--- config.mk ---
export PLATFORM = sky130hd
export DESIGN_NAME = tcmp_timer
export DESIGN_NICKNAME = d
export VERILOG_FILES = /design/src/tcmp_pkg.sv /design/src/tcmp_timer.sv
export SDC_FILE = /design/constraint.sdc
export NUM_CORES = 1
export LEC_CHECK = 0
export ABC_AREA = 1
export BUFFER_PORTS_ARGS = -buffer_cell sky130_fd_sc_hd__buf_2
export CAP_MARGIN = 5
export CORE_UTILIZATION = 48
export DETAILED_ROUTE_END_ITERATION = 8
export GPL_TIMING_DRIVEN = 0
export PLACE_DENSITY_LB_ADDON = 0.08
export SYNTH_ARGS = -nofsm -noshare
export SYNTH_HDL_FRONTEND = slang
export SYNTH_SLANG_ARGS = --single-unit
--- constraint.sdc ---
create_clock -name i_clk -period 1.6 [get_ports i_clk]
set_input_delay 0.24 -clock i_clk [delete_from_list [all_inputs] [get_ports i_clk]]
set_output_delay 0.24 -clock i_clk [all_outputs]
set_load 0.03 [all_outputs]
--- src/tcmp_pkg.sv ---
package tcmp_pkg;
    localparam logic [7:0] CNT_MAX     = 8'hff;
    localparam logic [7:0] CNT_BOTTOM  = 8'h00;
    localparam logic [7:0] CNT_RESET   = 8'h00;
    localparam logic [7:0] CMP_RESET   = 8'h00;
    localparam logic [2:0] WGM_NORMAL  = 3'h0;
    localparam logic [2:0] WGM_CTC     = 3'h2;
    localparam logic [1:0] COM_NONE    = 2'h0;
    localparam logic [1:0] COM_TOGGLE  = 2'h1;
    localparam logic [1:0] COM_CLEAR   = 2'h2;
    localparam logic [1:0] COM_SET     = 2'h3;
    localparam logic [2:0] CS_STOP     = 3'h0;
    localparam logic [2:0] CS_DIV1     = 3'h1;
    localparam logic [2:0] CS_DIV8     = 3'h2;
    localparam logic [2:0] CS_DIV64    = 3'h3;
    localparam logic [2:0] CS_DIV256   = 3'h4;
    localparam logic [2:0] CS_DIV1024  = 3'h5;
    localparam logic [2:0] CS_EXT_FALL = 3'h6;
    localparam logic [2:0] CS_EXT_RISE = 3'h7;
    localparam logic [9:0] PRE_RESET   = 10'h000;
    localparam logic [9:0] PRE_M8      = 10'h007;
    localparam logic [9:0] PRE_M64     = 10'h03f;
    localparam logic [9:0] PRE_M256    = 10'h0ff;
    localparam logic [9:0] PRE_M1024   = 10'h3ff;
endpackage

--- src/tcmp_timer.sv ---
`timescale 1ns/10ps
module tcmp_timer (
    // clock, reset, enable
    input  wire logic                 i_clk,
    input  wire logic                 i_rst_n,
    input  wire logic                 i_ce,
    // configuration
    input  wire logic [2:0]           i_clock_select_field,
    input  wire logic [2:0]           i_waveform_gen_mode,
    input  wire logic [1:0]           i_compare_a_output_mode,
    input  wire logic [1:0]           i_compare_b_output_mode,
    input  wire logic [7:0]           i_compare_a_value,
    input  wire logic [7:0]           i_compare_b_value,
    input  wire logic                 i_ext_clk_pin,
    // count access
    input  wire logic                 i_count_wr,
    input  wire logic [7:0]           i_count_wdata,
    // force strobes and flag clears
    input  wire logic                 i_force_compare_strobe_a,
    input  wire logic                 i_force_compare_strobe_b,
    input  wire logic                 i_compare_a_flag_clr,
    input  wire logic                 i_compare_b_flag_clr,
    input  wire logic                 i_overflow_flag_clr,
    input  wire logic                 i_compare_a_irq_ack,
    input  wire logic                 i_compare_b_irq_ack,
    input  wire logic                 i_overflow_irq_ack,
    // port pins
    input  wire logic                 i_port_a_value,
    input  wire logic                 i_port_b_value,
    input  wire logic                 i_compare_pin_direction_bit_a,
    input  wire logic                 i_compare_pin_direction_bit_b,
    // outputs
    output      logic [7:0]           o_timer_count_value,
    output      logic                 o_overflow_flag,
    output      logic                 o_compare_a_flag,
    output      logic                 o_compare_b_flag,
    output      logic                 o_compare_output_a,
    output      logic                 o_compare_output_b,
    output      logic                 o_pin_a_out,
    output      logic                 o_pin_a_oe_n,
    output      logic                 o_pin_b_out,
    output      logic                 o_pin_b_oe_n
);
    import tcmp_pkg::*;

    logic [9:0] prescale;
    logic       ext_prev;
    logic       block_next;
    logic [7:0] count;
    logic       ovf;
    logic       flag_a;
    logic       flag_b;
    logic       oc_a;
    logic       oc_b;

    // prescaler runs free; divisors taken as taps of one counter
    wire [9:0] next_prescale = prescale + 10'h001;
    wire ext_fall = ext_prev & ~i_ext_clk_pin;
    wire ext_rise = ~ext_prev & i_ext_clk_pin;
    wire tick =
        (i_clock_select_field == CS_DIV1) ? 1'b1 :
        (i_clock_select_field == CS_DIV8) ? ((prescale & PRE_M8) == PRE_M8) :
        (i_clock_select_field == CS_DIV64) ? ((prescale & PRE_M64) == PRE_M64) :
        (i_clock_select_field == CS_DIV256) ? ((prescale & PRE_M256) == PRE_M256) :
        (i_clock_select_field == CS_DIV1024) ? (prescale == PRE_M1024) :
        (i_clock_select_field == CS_EXT_FALL) ? ext_fall :
        (i_clock_select_field == CS_EXT_RISE) ? ext_rise : 1'b0;

    wire mode_ctc  = (i_waveform_gen_mode == WGM_CTC);
    wire non_pwm   = (i_waveform_gen_mode == WGM_NORMAL) || mode_ctc;
    // compares are unbuffered in non-PWM modes, so a low new top just waits for wrap
    wire eq_a      = (count == i_compare_a_value);
    wire eq_b      = (count == i_compare_b_value);
    wire match_a   = tick & eq_a & ~block_next;
    wire match_b   = tick & eq_b & ~block_next;
    // the clear is a match action, so a pending count write blocks it too
    wire ctc_clear = tick & mode_ctc & eq_a & ~block_next;
    wire wrap      = tick & ~ctc_clear & (count == CNT_MAX);
    wire ovf_set   = wrap;
    wire [7:0] next_count =
        i_count_wr ? i_count_wdata :
        ctc_clear  ? CNT_BOTTOM :
        tick       ? count + 8'h01 : count;

    // action per output mode; zero holds the state
    function automatic logic oc_action(input logic [1:0] mode, input logic cur);
        unique case (mode)
            COM_NONE:   oc_action = cur;
            COM_TOGGLE: oc_action = ~cur;
            COM_CLEAR:  oc_action = 1'b0;
            COM_SET:    oc_action = 1'b1;
        endcase
    endfunction

    // force acts like a match on the state only
    wire act_a = match_a | (i_force_compare_strobe_a & non_pwm);
    wire act_b = match_b | (i_force_compare_strobe_b & non_pwm);
    // mode read live at the match, never buffered with the compare value
    wire next_oc_a = act_a ? oc_action(i_compare_a_output_mode, oc_a) : oc_a;
    wire next_oc_b = act_b ? oc_action(i_compare_b_output_mode, oc_b) : oc_b;

    // set wins over clear so no event is lost
    wire next_ovf = ovf_set | (ovf & ~i_overflow_flag_clr & ~i_overflow_irq_ack);
    wire next_flag_a = match_a | (flag_a & ~i_compare_a_flag_clr & ~i_compare_a_irq_ack);
    wire next_flag_b = match_b | (flag_b & ~i_compare_b_flag_clr & ~i_compare_b_irq_ack);

    // block lasts until the next tick, also while stopped
    wire next_block = i_count_wr | (block_next & ~tick);

    always_ff @(posedge i_clk) begin
        if (!i_rst_n) begin
            prescale   <= PRE_RESET;
            ext_prev   <= 1'b0;
            block_next <= 1'b0;
            count      <= CNT_RESET;
            ovf        <= 1'b0;
            flag_a     <= 1'b0;
            flag_b     <= 1'b0;
            oc_a       <= 1'b0;
            oc_b       <= 1'b0;
        end else if (i_ce) begin
            prescale   <= next_prescale;
            ext_prev   <= i_ext_clk_pin;
            block_next <= next_block;
            count      <= next_count;
            ovf        <= next_ovf;
            flag_a     <= next_flag_a;
            flag_b     <= next_flag_b;
            oc_a       <= next_oc_a;
            oc_b       <= next_oc_b;
        end
    end

    // override keyed on output mode alone; direction stays with port logic
    wire ovr_a = (i_compare_a_output_mode != COM_NONE);
    wire ovr_b = (i_compare_b_output_mode != COM_NONE);

    assign o_timer_count_value = count;
    assign o_overflow_flag     = ovf;
    assign o_compare_a_flag    = flag_a;
    assign o_compare_b_flag    = flag_b;
    assign o_compare_output_a  = oc_a;
    assign o_compare_output_b  = oc_b;
    assign o_pin_a_out  = ovr_a ? oc_a : i_port_a_value;
    assign o_pin_b_out  = ovr_b ? oc_b : i_port_b_value;
    assign o_pin_a_oe_n = ~i_compare_pin_direction_bit_a;
    assign o_pin_b_oe_n = ~i_compare_pin_direction_bit_b;

    // checks
    logic past_valid;
    always_ff @(posedge i_clk) begin
        if (!i_rst_n) begin
            past_valid <= 1'b0;
        end else begin
            past_valid <= 1'b1;
        end
    end

    a_write_blocks_match: assert property (@(posedge i_clk) disable iff (!i_rst_n)
        i_ce && i_count_wr ##1 (i_ce && tick && !i_count_wr && !i_compare_a_flag_clr
        && !i_compare_a_irq_ack && !flag_a) |=> !flag_a)
        else $error("compare flag set in tick after count write");
    a_reset_clears_oc: assert property (@(posedge i_clk)
        !i_rst_n |=> !o_compare_output_a && !o_compare_output_b)
        else $error("output state not cleared by reset");
    a_override_pin: assert property (@(posedge i_clk) disable iff (!i_rst_n)
        (i_compare_a_output_mode != COM_NONE) |-> o_pin_a_out == o_compare_output_a)
        else $error("pin a not overridden");
    a_direction_kept: assert property (@(posedge i_clk) disable iff (!i_rst_n)
        o_pin_a_oe_n == !i_compare_pin_direction_bit_a)
        else $error("pin a direction wrong");
    a_mode_zero_holds: assert property (@(posedge i_clk) disable iff (!i_rst_n)
        i_ce && i_compare_a_output_mode == COM_NONE |=> $stable(o_compare_output_a))
        else $error("output a changed with mode zero");
    a_force_toggles: assert property (@(posedge i_clk) disable iff (!i_rst_n)
        i_ce && non_pwm && i_force_compare_strobe_a && i_compare_a_output_mode == COM_TOGGLE
        |=> o_compare_output_a != $past(o_compare_output_a))
        else $error("force did not toggle output a");
    a_normal_wrap: assert property (@(posedge i_clk) disable iff (!i_rst_n)
        i_ce && tick && !i_count_wr && i_waveform_gen_mode == WGM_NORMAL
        && count == CNT_MAX |=> count == CNT_BOTTOM && ovf)
        else $error("normal mode wrap or overflow wrong");
    a_ctc_clear: assert property (@(posedge i_clk) disable iff (!i_rst_n)
        i_ce && tick && !i_count_wr && mode_ctc && eq_a && !block_next |=> count == CNT_BOTTOM)
        else $error("ctc did not clear");
    a_write_priority: assert property (@(posedge i_clk) disable iff (!i_rst_n)
        i_ce && i_count_wr |=> count == $past(i_count_wdata))
        else $error("count write lost");
    a_stop_holds: assert property (@(posedge i_clk) disable iff (!i_rst_n)
        past_valid && i_ce && i_clock_select_field == CS_STOP && !i_count_wr
        |=> $stable(count))
        else $error("count moved while stopped");
    a_flag_set_wins: assert property (@(posedge i_clk) disable iff (!i_rst_n)
        i_ce && match_a |=> o_compare_a_flag)
        else $error("compare a flag lost");

    // pin override and direction, channel b and pass-through
    a_override_pin_b: assert property (@(posedge i_clk) disable iff (!i_rst_n)
        (i_compare_b_output_mode != COM_NONE) |-> o_pin_b_out == o_compare_output_b)
        else $error("pin b not overridden");

    a_port_passes_a: assert property (@(posedge i_clk) disable iff (!i_rst_n)
        (i_compare_a_output_mode == COM_NONE) |-> o_pin_a_out == i_port_a_value)
        else $error("pin a port value lost");

    a_port_passes_b: assert property (@(posedge i_clk) disable iff (!i_rst_n)
        (i_compare_b_output_mode == COM_NONE) |-> o_pin_b_out == i_port_b_value)
        else $error("pin b port value lost");

    a_direction_b: assert property (@(posedge i_clk) disable iff (!i_rst_n)
        o_pin_b_oe_n == !i_compare_pin_direction_bit_b)
        else $error("pin b direction wrong");

    // output state actions
    a_mode_zero_b: assert property (@(posedge i_clk) disable iff (!i_rst_n)
        i_ce && i_compare_b_output_mode == COM_NONE |=> $stable(o_compare_output_b))
        else $error("output b changed with mode zero");

    a_force_sets_a: assert property (@(posedge i_clk) disable iff (!i_rst_n)
        i_ce && non_pwm && i_force_compare_strobe_a && i_compare_a_output_mode == COM_SET
        |=> o_compare_output_a)
        else $error("force did not set output a");

    a_force_clears_a: assert property (@(posedge i_clk) disable iff (!i_rst_n)
        i_ce && non_pwm && i_force_compare_strobe_a && i_compare_a_output_mode == COM_CLEAR
        |=> !o_compare_output_a)
        else $error("force did not clear output a");

    a_force_sets_b: assert property (@(posedge i_clk) disable iff (!i_rst_n)
        i_ce && non_pwm && i_force_compare_strobe_b && i_compare_b_output_mode == COM_SET
        |=> o_compare_output_b)
        else $error("force did not set output b");

    a_force_clears_b: assert property (@(posedge i_clk) disable iff (!i_rst_n)
        i_ce && non_pwm && i_force_compare_strobe_b && i_compare_b_output_mode == COM_CLEAR
        |=> !o_compare_output_b)
        else $error("force did not clear output b");

    a_force_toggles_b: assert property (@(posedge i_clk) disable iff (!i_rst_n)
        i_ce && non_pwm && i_force_compare_strobe_b && i_compare_b_output_mode == COM_TOGGLE
        |=> o_compare_output_b != $past(o_compare_output_b))
        else $error("force did not toggle output b");

    a_match_toggle_a: assert property (@(posedge i_clk) disable iff (!i_rst_n)
        i_ce && match_a && i_compare_a_output_mode == COM_TOGGLE
        |=> o_compare_output_a != $past(o_compare_output_a))
        else $error("match did not toggle output a");

    a_match_toggle_b: assert property (@(posedge i_clk) disable iff (!i_rst_n)
        i_ce && match_b && i_compare_b_output_mode == COM_TOGGLE
        |=> o_compare_output_b != $past(o_compare_output_b))
        else $error("match did not toggle output b");

    a_oc_a_kept: assert property (@(posedge i_clk) disable iff (!i_rst_n)
        i_ce && !act_a |=> $stable(o_compare_output_a))
        else $error("output a moved without an action");

    a_oc_b_kept: assert property (@(posedge i_clk) disable iff (!i_rst_n)
        i_ce && !act_b |=> $stable(o_compare_output_b))
        else $error("output b moved without an action");

    // forced compare leaves flags and counter alone
    a_force_no_flag: assert property (@(posedge i_clk) disable iff (!i_rst_n)
        i_ce && i_force_compare_strobe_a && !match_a && !flag_a |=> !o_compare_a_flag)
        else $error("force set compare a flag");

    a_force_no_count: assert property (@(posedge i_clk) disable iff (!i_rst_n)
        i_ce && i_force_compare_strobe_a && !tick && !i_count_wr |=> $stable(count))
        else $error("force moved the count");

    // flags
    a_ovf_sticky: assert property (@(posedge i_clk) disable iff (!i_rst_n)
        ovf && !i_overflow_flag_clr && !i_overflow_irq_ack |=> ovf)
        else $error("overflow flag cleared itself");

    a_ovf_ack_clears: assert property (@(posedge i_clk) disable iff (!i_rst_n)
        i_ce && i_overflow_irq_ack && !ovf_set |=> !ovf)
        else $error("overflow flag kept after service");

    a_ctc_wrap_ovf: assert property (@(posedge i_clk) disable iff (!i_rst_n)
        i_ce && tick && mode_ctc && count == CNT_MAX && !eq_a |=> ovf)
        else $error("overflow flag missed in clear-on-match mode");

    a_ctc_flag: assert property (@(posedge i_clk) disable iff (!i_rst_n)
        i_ce && mode_ctc && tick && eq_a && !block_next |=> o_compare_a_flag)
        else $error("compare a flag missed at top");

    a_flag_b_set: assert property (@(posedge i_clk) disable iff (!i_rst_n)
        i_ce && match_b |=> o_compare_b_flag)
        else $error("compare b flag lost");

    a_flag_a_sticky: assert property (@(posedge i_clk) disable iff (!i_rst_n)
        flag_a && !i_compare_a_flag_clr && !i_compare_a_irq_ack |=> flag_a)
        else $error("compare a flag cleared itself");

    a_flag_b_sticky: assert property (@(posedge i_clk) disable iff (!i_rst_n)
        flag_b && !i_compare_b_flag_clr && !i_compare_b_irq_ack |=> flag_b)
        else $error("compare b flag cleared itself");

    // counting
    a_normal_count_up: assert property (@(posedge i_clk) disable iff (!i_rst_n)
        i_ce && tick && !i_count_wr && i_waveform_gen_mode == WGM_NORMAL
        |=> count == $past(count) + 8'h01)
        else $error("normal mode did not increment");

    a_ctc_count_up: assert property (@(posedge i_clk) disable iff (!i_rst_n)
        i_ce && tick && !i_count_wr && mode_ctc && !eq_a
        |=> count == $past(count) + 8'h01)
        else $error("clear-on-match mode did not increment");

    a_blocked_no_clear: assert property (@(posedge i_clk) disable iff (!i_rst_n)
        i_ce && tick && block_next && mode_ctc && eq_a && !i_count_wr
        |=> count == $past(count) + 8'h01)
        else $error("blocked match still cleared the count");

    a_stop_no_tick: assert property (@(posedge i_clk) disable iff (!i_rst_n)
        i_clock_select_field == CS_STOP |-> !tick)
        else $error("tick while stopped");

    // a low enable must freeze the count, the overflow flag and both output states
    a_ce_freezes: assert property (@(posedge i_clk) disable iff (!i_rst_n)
        !i_ce |=> $stable(count) && $stable(ovf) && $stable(oc_a) && $stable(oc_b))
        else $error("state moved with enable low");

    c_ctc_toggle: cover property (@(posedge i_clk) disable iff (!i_rst_n)
        mode_ctc && match_a && i_compare_a_output_mode == COM_TOGGLE);
    c_overflow: cover property (@(posedge i_clk) disable iff (!i_rst_n) ovf_set);
    c_blocked: cover property (@(posedge i_clk) disable iff (!i_rst_n)
        tick && eq_a && block_next);
    c_force: cover property (@(posedge i_clk) disable iff (!i_rst_n)
        i_force_compare_strobe_b && non_pwm);
    c_ovf_service: cover property (@(posedge i_clk) disable iff (!i_rst_n)
        ovf && i_overflow_irq_ack);
endmodule

* Yosys cells after proc, flatten, opt, wreduce, memory -nomap -nowiden
Index checks and enable logic that the tools add are counted.
** Operators by class
- Add/sub/neg operators :: 2
- Multiplexer cells :: 14
- Reductions and logical operators :: 10
- Eq/ne operators :: 21
- Bitwise gates (word level) :: 43
** Operators with widths (number)
- 8-bit two-way mux :: 3
- 1-bit AND :: 20
- 1-bit inverter :: 17
- 8-bit equality test :: 2
- 8-bit equality test, second input constant :: 2
- 3-bit equality test, second input constant :: 5
- 10-bit by 1-bit adder with 10-bit output, second input constant :: 1
- 10-bit equality test, second input constant :: 1
- 3-bit by 2-bit equality test with 1-bit output, second input constant :: 3
- 1-bit two-way mux :: 9
- 8-bit by 1-bit adder with 8-bit output, second input constant :: 1
- 2-bit equality test, second input constant :: 4
- 6-bit equality test, second input constant :: 1
- 1-bit bitwise OR :: 6
- 1-bit one-hot mux with 3 select lines :: 2
- 3-bit AND reduction :: 2
- 2-bit by 1-bit equality test with 1-bit output, second input constant :: 2
- 2-bit zero test :: 2
- 2-bit nonzero test :: 2
- 3-bit by 1-bit equality test with 1-bit output, second input constant :: 1
- 3-bit zero test :: 1
- 3-bit nonzero test :: 1
- 2-bit AND reduction :: 1
- 1-bit logical OR :: 1
** Word-level totals
- Register bits :: 25
- Output and inout port bits :: 17

* Longest topological paths before layout
Gate-level depths: netlist of the first run.
- Depth after elaboration :: 16
- Gate-level depth with buffers :: 13
- Depth with buffers taken out :: 13

* Worst setup path before layout of the first run
OpenSTA, ideal clock, no wires.
- Path type :: register to register
- Start point :: reg count[0] (netlist: o_timer_count_value[0])
- End point :: reg count[6] (netlist: o_timer_count_value[6])
- Slack :: -0.097 ns
- Cell stages (with the launch flop) :: 13
- Data required time :: 1.468 ns
- Arrival time :: 1.565 ns
- Library setup time :: 0.132 ns
- Clock period less this slack :: 1.697 ns
- Cell sequence :: dfxtp_1 ha_1 nand2_1 inv_1 nand2_1 nor2_1 nand2_1 xor2_1 inv_1 nand2_1 nand2_1 nand2_1 a21oi_2
** Between the ends
- Longest elaborated chain between the ends :: 5
- Elaborated cells between the ends (all ways) :: 9
** Ends and longest elaborated chain
- start, declared :: line tcmp_timer.sv:49 : logic [7:0] count;
- start signal, assigned :: line tcmp_timer.sv:125 : count <= next_count;
- branches (longest 5 deep; another with 8-bit by 1-bit adder with 8-bit output)
Parallel ways; which one is timed is not known. The select of a mux whose other input is x is not followed.
A chain may end at the register's enable or synchronous reset.

* Final worst setup path of the first run
- Start point :: reg prescale[0]
- End point :: reg count[2] (netlist: o_timer_count_value[2])
** Between the ends
- Longest elaborated chain between the ends :: 11
- Elaborated cells between the ends (all ways) :: 16
** Ends and longest elaborated chain
- start, declared :: line tcmp_timer.sv:46 : logic [9:0] prescale;
- start signal, assigned :: line tcmp_timer.sv:122 : prescale <= next_prescale;
- 10-bit equality test :: line tcmp_timer.sv:65 : (i_clock_select_field == CS_DIV1024) ? (prescale == PRE_M1024) :
- 1-bit two-way mux :: line tcmp_timer.sv:65
- 1-bit two-way mux :: line tcmp_timer.sv:64 : (i_clock_select_field == CS_DIV256) ? ((prescale & PRE_M256) == PRE_M256) :
- 1-bit two-way mux :: line tcmp_timer.sv:63 : (i_clock_select_field == CS_DIV64) ? ((prescale & PRE_M64) == PRE_M64) :
- 1-bit two-way mux * :: line tcmp_timer.sv:62 : (i_clock_select_field == CS_DIV8) ? ((prescale & PRE_M8) == PRE_M8) :
- 1-bit two-way mux * :: line tcmp_timer.sv:61 : (i_clock_select_field == CS_DIV1) ? 1'b1 :
- 1-bit AND (3 in series) :: line tcmp_timer.sv:77 : wire ctc_clear = tick & mode_ctc & eq_a & ~block_next;
- 3-bit nonzero test (no line) / 8-bit two-way mux (equally long branches)
- 2-bit AND reduction (no line) / 8-bit two-way mux (equally long branches)
Every way passes the cells marked *; elsewhere a longest branch is shown, timed or not.

==> flow_summary_export.csv, run 1 <==
group,metric,value,unit
grt,antenna_found_initial,0,
routing,drt_wl_total,4544,um
clocking,clk_path_buf_depth,2,
run,max_cap_violations,0,
critical_path,cp-end-kind,"register",
grt,grt_max_degree,14,
timing,worst_pin_slew,0.6472,ns
logic_synthesis,ys_top_cells_by_count,"nand2_1 (68), nor2_1 (38), inv_1 (30), dfxtp_1 (25), a21oi_1 (23)",
placed_design,dp_hpwl,3223,um
routing,first_iter_violations,106,
grt,overflow,0,
hold_path,hp-start,"i_ext_clk_pin",
layout,final_area,2297,um^2
floorplanning,chipWidth,61.17,um
power_and_ir_drop,power.density,610.1,nW/um^2
timing,maxSlewViolCount,0,
placed_design,place_congestion,0.8732,
hold_path,hold_path_end,"ext_prev",
layout,syn2layout_area_growth,36.71,%
logic_synthesis,synth-main-ff-cell,"dfxtp_1",
critical_path,worst_r2r_endpoint,"o_timer_count_value[2]",
critical_path,timing.rr.start,"prescale[0]",
clocking,clk_latency,0.32,ns
logic_synthesis,synth_area_leaders,"dfxtp_1 (30%), nand2_1 (15%), nor2_1 (8.5%)",
timing,rsz0062_at_grt,"yes",
critical_path,r2r_slack,-0.01,ns
clocking,cts.sinks,25,
critical_path,cp_num_buf_inv,1,
timing,tns,-0.01904,ns
floorplanning,placementRows,21,
placed_design,place_area,2076,um^2
critical_path,cpLargestDelayFamily,"simple AND/OR/NAND/NOR gates",
logic_synthesis,syn_nets,326,
logic_synthesis,synth_cells,272,
critical_path,required,1.82,ns
logic_synthesis,yosysUniqueCellTypes,31,
timing,finalClockSkew,0.004611,ns
grt,grt_pass1_wl,6479,um
routing,drtAntennaViolNets,0,
timing,slew_headroom,56.76,%
logic_synthesis,avgSynthCellArea,6.178,um^2
power_and_ir_drop,ir_drop,0.3969,mV
critical_path,cp.arrival,1.84,ns
run_status,violations,"negative setup slack",
critical_path,worst_setup_path_start_kind,"register",
critical_path,crit_chain,"ha_4, nand3_4, nor2_4, nand3_2, nand2_2, nand2_4, nand3_2, nand2_4, buf_4, a21oi_1, a21oi_1",
floorplanning,die_h,61.17,um
critical_path,slowest_stage,"dfxtp_4",
floorplanning,dieArea,3741,um^2
logic_synthesis,yosys.area.top_type,"dfxtp_1",
timing,worst_slack,-0.01214,ns
logic_synthesis,synthArstFlopShare,0,%
timing,fin_crit_sh,100.8,%
timing,max_freq,0.6203,GHz
logic_synthesis,synth-seq-cells,25,
routing,via_per_inst,5.020,
grt,track_usage,22.69,%
logic_synthesis,synth_edf_count,0,
power_and_ir_drop,p_leak,1.050,nW
floorplanning,core,3337,um^2
timing,finalWorstPathRequiredPeriod,1.612,ns
layout,diodes,0,
routing,drc,0,
logic_synthesis,yosysMostFrequentCell,"nand2_1",
hold_path,min_path_type,"in -> reg",
critical_path,reg2reg_depth,11,
critical_path,crit_fanout,5,
logic_synthesis,syn_area,1680,um^2
floorplanning,num_io_pins,68,
clocking,clkTransAtPathRegs,0.14,ns
critical_path,crit_type,"reg -> reg",
layout,drive_gt1_share,35.73,%
hold_path,holdPathStages,3,
routing,drt_pass1_iterations,4,
critical_path,max_stage_delay,0.39,ns
logic_synthesis,ys_warn_count,0,
logic_synthesis,ys_seq_area_share,29.78,%
run_status,run_status,"complete, but fails checks",
logic_synthesis,synth_top_area_share,29.78,%
grt,grt_pass1_vias,1521,
floorplanning,start_util,50.36,%
clocking,clockRootBuffer,"clkbuf_4",
clocking,htreeDepth,1,
timing,setup_viol,2,
routing,wl_per_cell,11.56,um
clocking,tritoncts,"yes",
routing,vias,1973,
clocking,numCtsBuffers,3,
critical_path,cp.depth,11,
placed_design,io_buffers,67,
timing,hold_viol_final,0,
layout,nets,402,
[what timing repair did]
item	in CTS	in global routing
gates cloned	1	1
endpoints found under the setup margin	8	14
buffers inserted	0	2
pin swaps	6	10
hold buffers	0	0
resized for setup	8	37
[stage by stage]
step	setup WS, ns	cells	util, %	hold WS (ns)	power, W
finish	-0.01214	393	68.84	0.1744	0.001402
global route	-0.09862	393	68.84	0.1871	0.001478
CTS	0.002831	390	64.23	0.1786	0.001353
detailed placement	-0.07175	385	62.20	0.4513	0.001063
global placement	-0.09618	385	62.20	0.4508	0.001058
floorplan	0.01644	272	-	0.3709	0.0009258
[area by class of cell]
class | count | area, um^2
plain buffers | 5 | 26.28
inverters | 34 | 130.1
clock buffers | 4 | 26.28
repair buffers | 70 | 357.8
well taps | 46 | 57.56
multi-input cells | 209 | 1179
fillers | 308 | 1040
flip-flops and latches | 25 | 520.5
[tightest hold or removal path, delay by kind of cell]
| kind | cells | cell delay [ns] |
|---|---|---|
| buffers and inverters | 2 | 0.16 |
| AO/OA/AOI/OAI | 1 | 0.06 |
[how the worst max path moves through the flow]
stage / startpoint / end / slack (ns)
after global routing: prescale[0] / o_timer_count_value[5] / -0.1
after detailed placement: prescale[0] / o_timer_count_value[6] / -0.07
final: prescale[0] / o_timer_count_value[2] / -0.01
after CTS: prescale[0] / o_timer_count_value[5] / 0.003
after global placement: prescale[0] / o_timer_count_value[6] / -0.1
after floorplan: o_timer_count_value[7] / o_timer_count_value[5] / 0.02
[flip-flops by register name (all words and copies together), names as in the netlist]
register             flops
block_next               1
ext_prev                 1
o_compare_a_flag         1
o_compare_b_flag         1
o_compare_output_a       1
o_compare_output_b       1
o_overflow_flag          1
o_timer_count_value      8
prescale                10
[where the power goes]
group,leakage [nW],switching (W),internal (W)
Clock,0.0150,0.000198,0.0000977
Combinational,0.827,0.000244,0.000166
Sequential,0.209,0.0000422,0.000653
[cells by family (layout without fill, tap and decap cells)]
logic type,count (synthesis),after routing,share of synthesized area (%)
and+or+nand+nor,146,147,38.20
AOI/OAI and AO/OA,51,51,16.31
buffers and inverters,39,113,9.158
DFF,25,25,29.78
xor gates and xnor gates,7,7,3.649
adders and majority gates,3,3,2.234
muxes,1,1,0.6701
[metal layers]
layer | up-vias | global-route usage, % | part of all wire, %
li1 | 1028 | - | -
met5 | - | 0 | 0
met1 | 866 | 32.86 | 47
met4 | 0 | 5.519 | 0.92
met3 | 4 | 2.311 | 6.9
met2 | 75 | 36.18 | 45
[cells in the final DEF (no fill, tap or decap), drive strengths merged, types with 2 or more instances in the layout]
cell type   n
a21oi      25
a31oi       2
buf        71
clkbuf      8
dfxtp      25
ha          3
inv        34
nand2      72
nand3      21
nor2       44
nor3        6
o21ai      20
xnor2       6
No activity file was read; power rests on OpenSTA's default activity.
==> inputs of run 2 (changes only) <==
--- a/config.mk
+++ b/config.mk
@@ -13,4 +13,5 @@
 export GPL_TIMING_DRIVEN = 0
 export PLACE_DENSITY_LB_ADDON = 0.08
+export SLEW_MARGIN = 10
 export SYNTH_ARGS = -nofsm -noshare
 export SYNTH_HDL_FRONTEND = slang
==> constraint.sdc (replaced) <==
create_clock -name i_clk -period 1.6 [get_ports i_clk]
set_input_delay 0.24 -clock i_clk [delete_from_list [all_inputs] [get_ports i_clk]]
set_output_delay 0.24 -clock i_clk [all_outputs]
set_load 0.01 [all_outputs]
==> run 2 against run 1 <==
  * The flow still finishes with violations (negative setup slack)
  * Sequential share of layout area up 0.55 points
  * Power down 3.0%
  * Clock power about the same
  * Critical endpoint is now o_timer_count_value[6]
  * Worst hold slack worse by 0.0015 ns
  * Critical path depth up 1
  * Wire length up 0.70%
  * Combinational power down 8.5%
  * Largest cell class unchanged
  * Die area unchanged
  * Largest power group unchanged
  * Register-to-register slack about the same
  * Core utilization down 1.3 points
  * Design area down 1.9%
==> flow_summary_export.csv, run 2 (synthesis results as in run 1) <==
group,metric,value,unit
run_status,run_status,"complete, but fails checks",
run_status,violations,"negative setup slack",
timing,maxSlewViolCount,0,
grt,antenna_found_initial,0,
critical_path,crit_type,"reg -> reg",
critical_path,r2r_slack,-0.02,ns
power_and_ir_drop,ir_drop,0.5534,mV
clocking,clk_path_buf_depth,2,
routing,first_iter_violations,86,
timing,rsz0062_at_grt,"yes",
critical_path,cp_common_cell,"nand2_1",
power_and_ir_drop,power.density,603.1,nW/um^2
floorplanning,dieArea,3741,um^2
clocking,cts.sinks,25,
layout,final_common_cell,"buf_2",
timing,fin_crit_sh,101.2,%
routing,drt_wl_total,4576,um
clocking,clk_latency,0.33,ns
clocking,htreeDepth,1,
layout,largest_register,"prescale",
critical_path,cp_num_buf_inv,2,
critical_path,cp-end-kind,"register",
layout,nets,404,
critical_path,worst_setup_path_start_kind,"register",
timing,finalWorstPathRequiredPeriod,1.619,ns
timing,slew_headroom,54.62,%
clocking,clkTransAtPathRegs,0.14,ns
floorplanning,placementRows,21,
timing,max_freq,0.6175,GHz
grt,grt_pass1_wl,6741,um
layout,largest_reg_flops,10,
floorplanning,start_util,50.36,%
timing,worst_slack,-0.01935,ns
timing,finalClockSkew,0.005078,ns
placed_design,dp_hpwl,3301,um
timing,worst_pin_slew,0.6792,ns
layout,diodes,0,
placed_design,place_congestion,0.8572,
floorplanning,core,3337,um^2
grt,grt_pass1_vias,1567,
floorplanning,chipWidth,61.17,um
critical_path,crit_chain,"ha_1, nand2_1, inv_1, nand2_1, nor2_2, nand2_1, xor2_1, inv_1, nand2_2, nand2_1, nand2_1, a21oi_2",
critical_path,required,1.81,ns
routing,drt_pass1_iterations,4,
grt,grt_max_degree,14,
routing,drtAntennaViolNets,0,
power_and_ir_drop,design_power_total,0.001359,W
layout,drive_gt1_share,34.38,%
hold_path,min_path_type,"in -> reg",
routing,drc,0,
timing,hold_viol_final,0,
routing,vias,1958,
critical_path,crit_fanout,5,
layout,fillers,331,
routing,wl_per_cell,11.58,um
layout,syn2layout_area_growth,34.10,%
placed_design,io_buffers,67,
timing,setup_viol,1,
routing,via_per_inst,4.957,
critical_path,slowest_stage,"dfxtp_4",
clocking,tritoncts,"yes",
clocking,numCtsBuffers,3,
grt,overflow,0,
layout,layout_common_cells,"buf_2 (67), nand2_1 (66), nor2_1 (36)",
clocking,clockRootBuffer,"clkbuf_4",
placed_design,place_area,2073,um^2
power_and_ir_drop,p_leak,1.067,nW
critical_path,cpLargestDelayFamily,"simple AND/OR/NAND/NOR gates",
floorplanning,num_io_pins,68,
layout,final_area,2253,um^2
floorplanning,die_h,61.17,um
critical_path,cp.arrival,1.83,ns
critical_path,max_stage_delay,0.40,ns
grt,track_usage,24.33,%
run,max_cap_violations,0,
-- run 2: cell types whose count changed in the layout (fill, tap and decap cells not counted), sizes merged --
cell / delta
buf: +1
clkbuf: +1
-- run 2: layout make-up --
type                    instances  area, um^2  area share (%)
multi-input cells             209        1099           48.75
flip-flops and latches         25       523.0           23.21
repair buffers                 72       390.4           17.32
inverters                      34       127.6           5.664
well taps                      46       57.56           2.554
plain buffers                   5       30.03           1.333
clock buffers                   4       26.28           1.166
-- run 2: path summary, 6_finish.rpt --
| check | startpoint | endpoint | cells after the start |
|---|---|---|---|
| worst max-delay path | o_timer_count_value[1] | o_timer_count_value[6] | 12 |
| worst min-delay path | i_compare_b_output_mode[0] | o_compare_output_b | 3 |
| worst max register to register | o_timer_count_value[1] | o_timer_count_value[6] | 12 |
| worst min register to register | prescale[9] | prescale[9] | 2 |
-- run 2: timing repair --
| item | in CTS | in global routing |
|---|---|---|
| setup buffers | 2 | 2 |
| gates resized for setup | 12 | 21 |
| endpoints found under the setup margin | 7 | 14 |
| pin swaps | 5 | 6 |
| gates cloned | 1 | 1 |
| hold buffers | 0 | 0 |
-- run 2: tightest hold or removal path, delay by kind of cell --
family                 cells  cell delay (ns)
AO/OA/AOI/OAI              1             0.06
buffers and inverters      1             0.11
AND/OR/NAND/NOR            1             0.07
-- run 2: stage by stage --
step / worst slack, ns / TNS (ns) / utilization [%] / instances / hold WS (ns)
after floorplan: 0.09504 / 0 / - / 272 / 0.3783
after global placement: -0.06802 / -0.1342 / 62.13 / 385 / 0.4497
after detailed placement: -0.09012 / -0.2125 / 62.13 / 385 / 0.4580
after CTS: -0.006708 / -0.006708 / 64.79 / 392 / 0.1655
after global routing: -0.1123 / -0.5607 / 67.53 / 395 / 0.1669
final: -0.01935 / -0.01935 / 67.53 / 395 / 0.1729
-- run 2: metal layers --
| metal | part of all wire (%) | global-route usage, % | wire, um | vias to the layer above |
|---|---|---|---|---|
| li1 | - | - | - | 1033 |
| met1 | 48 | 34.58 | 2219 | 854 |
| met2 | 45 | 38.82 | 2054 | 64 |
| met3 | 5.2 | 2.731 | 238 | 7 |
| met4 | 1.4 | 7.143 | 63 | 0 |
| met5 | 0 | 0 | 0 | - |
-- run 2: where the power goes --
part           switching [W]  internal, W
combinational       0.000203     0.000172
clock               0.000195    0.0000979
sequential         0.0000384     0.000652
total               0.000437     0.000922
